--- src/logic/sic_pkg.sv ---
package sic_pkg;
  localparam int unsigned SYS_CLK_PERIOD_NS = 5;
  localparam int unsigned TIMEOUT_PERIOD_NS = 1000;
  localparam int unsigned TIMEOUT_CYCLES =
    (TIMEOUT_PERIOD_NS + SYS_CLK_PERIOD_NS - 1) / SYS_CLK_PERIOD_NS;
  localparam int unsigned DEBOUNCE_TICKS = 4;
  localparam int unsigned NUM_PINS = 4;
  localparam int unsigned ADDR_W = 15;
  localparam int unsigned DATA_W = 16;

  localparam logic [14:0] ADDR_STATUS = 15'h0010;
  localparam logic [14:0] ADDR_CONFIG = 15'h0012;
  localparam logic [14:0] ADDR_MASK = 15'h0013;

  localparam int unsigned BIT_THERMAL = 15;
  localparam int unsigned BIT_PIN1 = 11;
  localparam int unsigned BIT_TOUCH_DATA = 10;
  localparam int unsigned BIT_PEN_CONTACT = 9;
  localparam int unsigned BIT_AUX_DONE = 8;
  localparam int unsigned BIT_UNDERVOLT = 0;
  localparam int unsigned BIT_GLOBAL_MASK = 0;

  localparam logic [15:0] STATUS_IMPL = 16'hff01;
  localparam logic [15:0] STATUS_RESET = 16'h0000;
  localparam logic [15:0] MASK_RESET = 16'h0000;
  localparam logic GLOBAL_MASK_RESET = 1'b1;

  localparam logic [3:0] FN_LEVEL_IN = 4'h0;
  localparam logic [3:0] FN_EDGE_IN = 4'h1;
  localparam logic [3:0] FN_IRQ_OUT = 4'h3;

  typedef struct packed {
    logic [3:0] func;
    logic polarity_invert;
    logic both_edge;
  } pin_cfg_t;

  typedef struct packed {
    logic thermal;
    logic touch_data;
    logic pen_contact;
    logic aux_done;
    logic undervolt;
  } core_events_t;

  typedef struct packed {
    logic wr_en;
    logic rd_en;
    logic [14:0] addr;
    logic [15:0] wdata;
  } reg_req_t;
endpackage

--- src/logic/system_interrupt_controller.sv ---
`timescale 1ns/100ps
// Behaviour
// - all nine sources can raise interrupt
// - status bit per source, fixed positions
// - flag sets on event, resets to zero
// - reading status clears latched flags
// - still-active source stays set after read
// - mask gates output only, flag still latches
// - mask bits align status, one masks
// - output is OR of unmasked flags
// - global mask forces output off, resets set
// - polarity picks rising or falling edge
// - both-edge mode fires on either edge
// - pin inputs de-bounced on timeout clock
// - interrupt output routable to any pin
// - status readable at any time
// - function 0011 drives interrupt onto pin
// - function 0000 level, 0001 edge event
module system_interrupt_controller #(
  parameter int unsigned TIMEOUT_DIV = sic_pkg::TIMEOUT_CYCLES,
  parameter int unsigned DEBOUNCE_LEN = sic_pkg::DEBOUNCE_TICKS
) (
  input wire logic sys_clk,
  input wire logic rst,
  input sic_pkg::reg_req_t reg_req,
  output logic [15:0] reg_rdata,
  output logic reg_rvalid,
  input wire logic [3:0] pin_level,
  input sic_pkg::pin_cfg_t [3:0] pin_cfg,
  input sic_pkg::core_events_t core_events,
  input wire logic timeout_clock_enable,
  input wire logic oscillator_clock_enable,
  output logic irq_out,
  output logic [3:0] pin_irq_out,
  output logic [3:0] pin_irq_oe_n
);
  import sic_pkg::*;

  localparam int unsigned DW = (TIMEOUT_DIV > 1) ? $clog2(TIMEOUT_DIV) : 1;
  localparam logic [DW-1:0] DIV_LAST = DW'(TIMEOUT_DIV - 1);

  if (TIMEOUT_DIV < 1 || DEBOUNCE_LEN < 1) begin : g_bad
    $error("timeout divider and debounce length must be at least one");
  end

  logic [15:0] status_q;
  logic [15:0] status_d;
  logic [15:0] mask_q;
  logic [15:0] mask_d;
  logic global_q;
  logic global_d;
  logic [DW-1:0] div_q;
  logic [DW-1:0] div_d;
  logic tick_q;
  logic [3:0] stable;
  logic [3:0] prev_q;
  logic [3:0] pin_event;
  logic [15:0] set_vec;
  logic [15:0] rdata_d;
  logic irq_q;
  logic irq_d;
  logic [3:0] pin_out_q;
  logic [3:0] pin_oe_n_q;
  logic rdata_valid_q;
  logic [15:0] rdata_q;

  // timeout clock: stopped unless software turned both enables on
  wire clocks_on = timeout_clock_enable && oscillator_clock_enable;
  assign div_d = (!clocks_on || div_q == DIV_LAST) ? '0 : div_q + DW'(1);
  wire tick_d = clocks_on && (div_q == DIV_LAST);

  wire hit_status = reg_req.addr == ADDR_STATUS;
  wire hit_config = reg_req.addr == ADDR_CONFIG;
  wire hit_mask = reg_req.addr == ADDR_MASK;
  wire status_rd = reg_req.rd_en && hit_status;

  for (genvar i = 0; i < NUM_PINS; i++) begin : g_pin
    wire adj_now = stable[i] ^ pin_cfg[i].polarity_invert;
    wire adj_prev = prev_q[i] ^ pin_cfg[i].polarity_invert;
    wire is_level = pin_cfg[i].func == FN_LEVEL_IN;
    wire is_edge = pin_cfg[i].func == FN_EDGE_IN;
    wire rise = adj_now && !adj_prev;
    wire any_edge = stable[i] != prev_q[i];
    wire edge_ev = pin_cfg[i].both_edge ? any_edge : rise;

    pin_debounce #(.TICKS(DEBOUNCE_LEN)) u_deb (
      .sys_clk(sys_clk),
      .rst(rst),
      .tick(tick_q),
      .raw(pin_level[i]),
      .stable_q(stable[i])
    );

    assign pin_event[i] = (is_level && adj_now) || (is_edge && edge_ev);
    // routed output ignores polarity: the host always sees it active high

    always_ff @(posedge sys_clk) begin
      if (rst) begin
        pin_out_q[i] <= 1'b0;
        pin_oe_n_q[i] <= 1'b1;
      end else begin
        pin_out_q[i] <= irq_d && (pin_cfg[i].func == FN_IRQ_OUT);
        pin_oe_n_q[i] <= pin_cfg[i].func != FN_IRQ_OUT;
      end
    end

  end

  always_comb begin
    set_vec = '0;
    set_vec[BIT_THERMAL] = core_events.thermal;
    set_vec[BIT_PIN1 +: NUM_PINS] = pin_event;
    set_vec[BIT_TOUCH_DATA] = core_events.touch_data;
    set_vec[BIT_PEN_CONTACT] = core_events.pen_contact;
    set_vec[BIT_AUX_DONE] = core_events.aux_done;
    set_vec[BIT_UNDERVOLT] = core_events.undervolt;
  end

  // new events win over the clear of a read in the same cycle
  assign status_d = set_vec | (status_q & ~{16{status_rd}});
  assign mask_d = (reg_req.wr_en && hit_mask) ? (reg_req.wdata & STATUS_IMPL) : mask_q;
  assign global_d = (reg_req.wr_en && hit_config) ? reg_req.wdata[BIT_GLOBAL_MASK] : global_q;
  // built from the registered flags so the pins and irq_out move together
  assign irq_d = (|(status_q & ~mask_q)) && !global_q;

  // unmapped addresses read zero rather than stale data
  assign rdata_d = hit_status ? status_q :
                   hit_config ? {15'h0000, global_q} :
                   hit_mask ? mask_q : 16'h0000;

  always_ff @(posedge sys_clk) begin
    if (rst) begin
      status_q <= STATUS_RESET;
      mask_q <= MASK_RESET;
      global_q <= GLOBAL_MASK_RESET;
      div_q <= '0;
      tick_q <= 1'b0;
      prev_q <= '0;
      irq_q <= 1'b0;
      rdata_q <= '0;
      rdata_valid_q <= 1'b0;
    end else begin
      status_q <= status_d;
      mask_q <= mask_d;
      global_q <= global_d;
      div_q <= div_d;
      tick_q <= tick_d;
      prev_q <= stable;
      irq_q <= irq_d;
      rdata_q <= reg_req.rd_en ? rdata_d : rdata_q;
      rdata_valid_q <= reg_req.rd_en;
    end
  end

  assign irq_out = irq_q;
  assign pin_irq_out = pin_out_q;
  assign pin_irq_oe_n = pin_oe_n_q;
  assign reg_rdata = rdata_q;
  assign reg_rvalid = rdata_valid_q;
endmodule

--- src/logic/pin_debounce.sv ---
`timescale 1ns/100ps
module pin_debounce #(
  parameter int unsigned TICKS = 4
) (
  input wire logic sys_clk,
  input wire logic rst,
  input wire logic tick,
  input wire logic raw,
  output logic stable_q
);
  import sic_pkg::*;

  localparam int unsigned CW = (TICKS > 1) ? $clog2(TICKS) : 1;
  localparam logic [CW-1:0] LAST = CW'(TICKS - 1);

  if (TICKS < 1) begin : g_bad
    $error("pin_debounce needs at least one tick");
  end

  logic [CW-1:0] cnt_q;
  logic [CW-1:0] cnt_d;
  logic stable_d;
  wire differs = raw != stable_q;
  wire accept = tick && differs && (cnt_q == LAST);

  // a new level is taken only after TICKS consecutive differing samples
  assign cnt_d = (!tick) ? cnt_q : (!differs || accept) ? '0 : cnt_q + CW'(1);
  assign stable_d = accept ? raw : stable_q;

  always_ff @(posedge sys_clk) begin
    if (rst) begin
      cnt_q <= '0;
      stable_q <= 1'b0;
    end else begin
      cnt_q <= cnt_d;
      stable_q <= stable_d;
    end
  end
endmodule

--- config.mk ---
export PLATFORM = sky130hd
export DESIGN_NAME = system_interrupt_controller
export DESIGN_NICKNAME = d
export VERILOG_FILES = /design/src/logic/sic_pkg.sv /design/src/logic/system_interrupt_controller.sv /design/src/logic/pin_debounce.sv
export SDC_FILE = /design/constraint.sdc
export NUM_CORES = 1
export LEC_CHECK = 0
export BUFFER_PORTS_ARGS = -buffer_cell sky130_fd_sc_hd__buf_4
export CAP_MARGIN = 10
export CORE_MARGIN = 2
export CORE_UTILIZATION = 45
export DETAILED_ROUTE_END_ITERATION = 10
export GPL_ROUTABILITY_DRIVEN = 0
export PLACE_DENSITY = 0.68
export SETUP_SLACK_MARGIN = 0.05
export SLEW_MARGIN = 10
export SYNTH_ARGS = -nofsm -noshare
export SYNTH_HDL_FRONTEND = slang
export SYNTH_HIERARCHICAL = 1
export SYNTH_SLANG_ARGS = --single-unit
--- constraint.sdc ---
create_clock -name sys_clk -period 1.6 [get_ports sys_clk]
set_input_delay 0.08 -clock sys_clk [delete_from_list [all_inputs] [get_ports sys_clk]]
set_output_delay 0.08 -clock sys_clk [all_outputs]
set_load 0.005 [all_outputs]
==> run metrics <==
Worst Setup End Kind flop; Via Count 2,748; minimum clock period 1.369 ns; Hold Buf Count CTS 24; Top FF cell, synth dfxtp_1; DR DRC count 0; Post-Layout Cell Count 537; Congestion Overflow GR 0; I/O Buffers 88; Int Power 2706 uW; vias per inst 5.117; Yosys warnings 6; CTS root buf clkbuf_8; share of post-route cells with drive strength above 1 28.57%; Top-Level Pins 96; Slowest-stage cell, CP dfxtp_1; Synth Net Count 388; Setup WS pre-CTS 0.1378 ns; met2 usage 33.47%; Die Y 87.66 um; r2r setup slk 0.23 ns; slack of the critical path 0.2309 ns; Avg WL per Cell 13.79 um; Most Used Layer, Global Route met2; area grow syn2layout 39.25%; post-synthesis cell count 313; most used cell, CP nor4_1; final core utilization 64.55%; CTS Buf Count 9; Hold Path Sink mask_q[10]$_SDFFE_PP0P_; RSZ-0062 raised after global routing no; reg2reg path depth 5; Starting DRT DRC Count 126; Post-Syn Area 3149 um2; DP HPWL 5240 um; Post-synth EDFFs 0; R2R Path Start status_q[5]$_SDFF_PP0_; Sw Ratio 25.19%; Max Buffers Root-to-Sink 2; pwr dens 825.0 nW/um2; post-cts sizing count 0; worst-skew pair later-pin latency 0.36 ns; worst hold path class primary input to flop; outcome completed; final hold vios 0; first-pass GRT wire length 12,340 um; placed inst area 3965 um2; DR pass1 iterations 4; critical path launch point type flop; DIE WIDTH 87.66 um; global routing usage on met3 5.749%; CP arrival 1.60 ns; Yosys cell types 45; setup tns final 0 ns; TritonCTS clock tree done; crit path kind flop to flop; Inst Count DP 497; core area 6794 um2; Worst path max stage delay 0.33 ns; register area share after synthesis 48.95%; total clock sinks 77; Synth async-reset ratio 0%; CP top delay family compound AO/OA/AOI/OAI gates; nets@finish 511; headroom to the max-slew limit 61.68%; Combinational Power Share 9.0%; crit path cell chain nor4_1, o2111ai_1, o31ai_2, buf_4, nor4_1; Net Sw Power 911.4 uW; Flop pwr share 53.8%; Initial Util 46.35%; GR Util All Layers 20.72%; worst slew pin tran 0.5727 ns; Post CTS Setup Buffer Count 0; skew final 0.01826 ns; Antenna Violating Nets Remaining 0; # rows 30; pin count of the biggest net entering global routing 32; final wirelength 7403 um; Clk pwr share 37.1%; die area 7683 um2; hold depth 3; initial antenna violation count 0; Max Cap Viol 0; Final Cell Area 4385 um2; max-slew violations 0; Synth Register Bits 77; leakage 0.001759 uW; crit path max fanout 5; Max rail drop VDD 0.0006248 V; vias in the first global route 2,629; HP Start reg_req[10]; CP bufs+invs 1; H-tree Lvls 3; reg2reg end pin_irq_out[3]$_SDFF_PP0_; # setup viols final 0; Worst EP required 1.84 ns; Max Clk Rate 730.4 MHz; period utilisation layout 85.57%; clock-pin transition on the worst setup and hold timing paths 0.10 ns; n_diodes 0; Synth Area per Inst 10.06 um2; GRT met1 Usage 27.41%
## cell families after synthesis
group	share of synthesized area, %
muxes	0.6357
xor gates and xnor gates	5.006
AOI/OAI and AO/OA	16.57
adders and majority gates	1.986
and+or+nand+nor	23.00
buffers and inverters	3.853
DFF	48.95
## worst min-delay path: stages
cell and delay, ns:
buf_4 0.11, nand4_1 0.07, a21oi_1 0.07
## power groups by stage
stage	combinational, uW	clock, uW	sequential [uW]
6_report	327	1340	1950
5_1_grt	359	1460	1950
4_1_cts	328	1380	1950
3_5_place_dp	281	0	1990
3_3_place_gp	276	0	1990
2_1_floorplan	103	0	1990
## cell type report
cell class	count	area, um2
inverters	15	56.30
flip-flops and latches	77	1541
well taps	96	120.1
multi-input cells	211	1486
clock inverters	7	56.30
fillers	607	2409
repair buffers	122	1001
clock buffers	9	123.9
## how the worst max path moves through the flow
stage                                       from                                   end  slack (ns)  cells past startpoint
after global placement               reg_req[19]            reg_rdata[14]$_SDFFE_PP0P_        0.15                      5
after floorplan                tick_q$_SDFF_PP0_  g_pin[0].u_deb/cnt_q[0]$_SDFFE_PP0P_        0.32                      2
after CTS                 status_q[5]$_SDFF_PP0_             pin_irq_out[3]$_SDFF_PP0_        0.21                      5
final                     status_q[5]$_SDFF_PP0_             pin_irq_out[3]$_SDFF_PP0_        0.23                      5
after global routing      status_q[5]$_SDFF_PP0_             pin_irq_out[3]$_SDFF_PP0_        0.16                      5
after detailed placement             reg_req[19]            reg_rdata[15]$_SDFFE_PP0P_        0.14                      5
## cells in the final DEF (no fill, tap or decap), drive strengths merged, types with 10 or more instances in the layout
cell type / count
xnor2: 14
nand4: 11
nand3: 12
a22o: 12
dfxtp: 77
and2: 15
dlygate4sd3: 24
buf: 98
inv: 18
nor4: 11
o21ai: 10
nand2: 21
a21oi: 14
nor2: 17
## metal layers
metal  wire length (um)  part of all wire, %
met2               3438                   46
met4                 77                  1.0
met1               3538                   48
met5                  0                    0
met3                348                  4.7
## registers in the layout (all words and copies together), names as in the netlist
register              count
reg_rvalid                1
status_q                 16
prev_q                    4
tick_q                    1
mask_q                    9
pin_irq_out               4
global_q                  1
pin_irq_oe_n              4
g_pin.u_deb/stable_q      4
g_pin.u_deb/cnt_q         8
reg_rdata                16
div_q                     8
irq_out                   1
## stage by stage
| step | hold slack, ns | power, uW |
|---|---|---|
| detailed placement | 0.2653 | 2275 |
| global placement | 0.2593 | 2269 |
| CTS | 0.002935 | 3654 |
| floorplan | 0.1491 | 2092 |
| global route | 0.01233 | 3768 |
| finish | 0.008170 | 3618 |
## synth_stat cells (all sizes together), types with 5 or more instances
| cell | n | area (um2) |
|---|---|---|
| xnor2 | 14 | 122.6 |
| inv | 15 | 56.30 |
| a22o | 12 | 105.1 |
| nor2 | 17 | 63.81 |
| nand4 | 11 | 68.82 |
| nand2 | 21 | 78.83 |
| ha | 5 | 62.56 |
| nor2b | 5 | 31.28 |
| nand2b | 7 | 43.79 |
| a221o | 7 | 70.07 |
| nand3 | 12 | 60.06 |
| and2 | 15 | 93.84 |
| nor4 | 11 | 75.07 |
| buf | 6 | 50.04 |
| o32ai | 8 | 70.07 |
| a21oi | 14 | 70.07 |
| o21ai | 10 | 50.05 |
| dfxtp | 77 | 1541 |
Power figures use the tool's default switching activity.
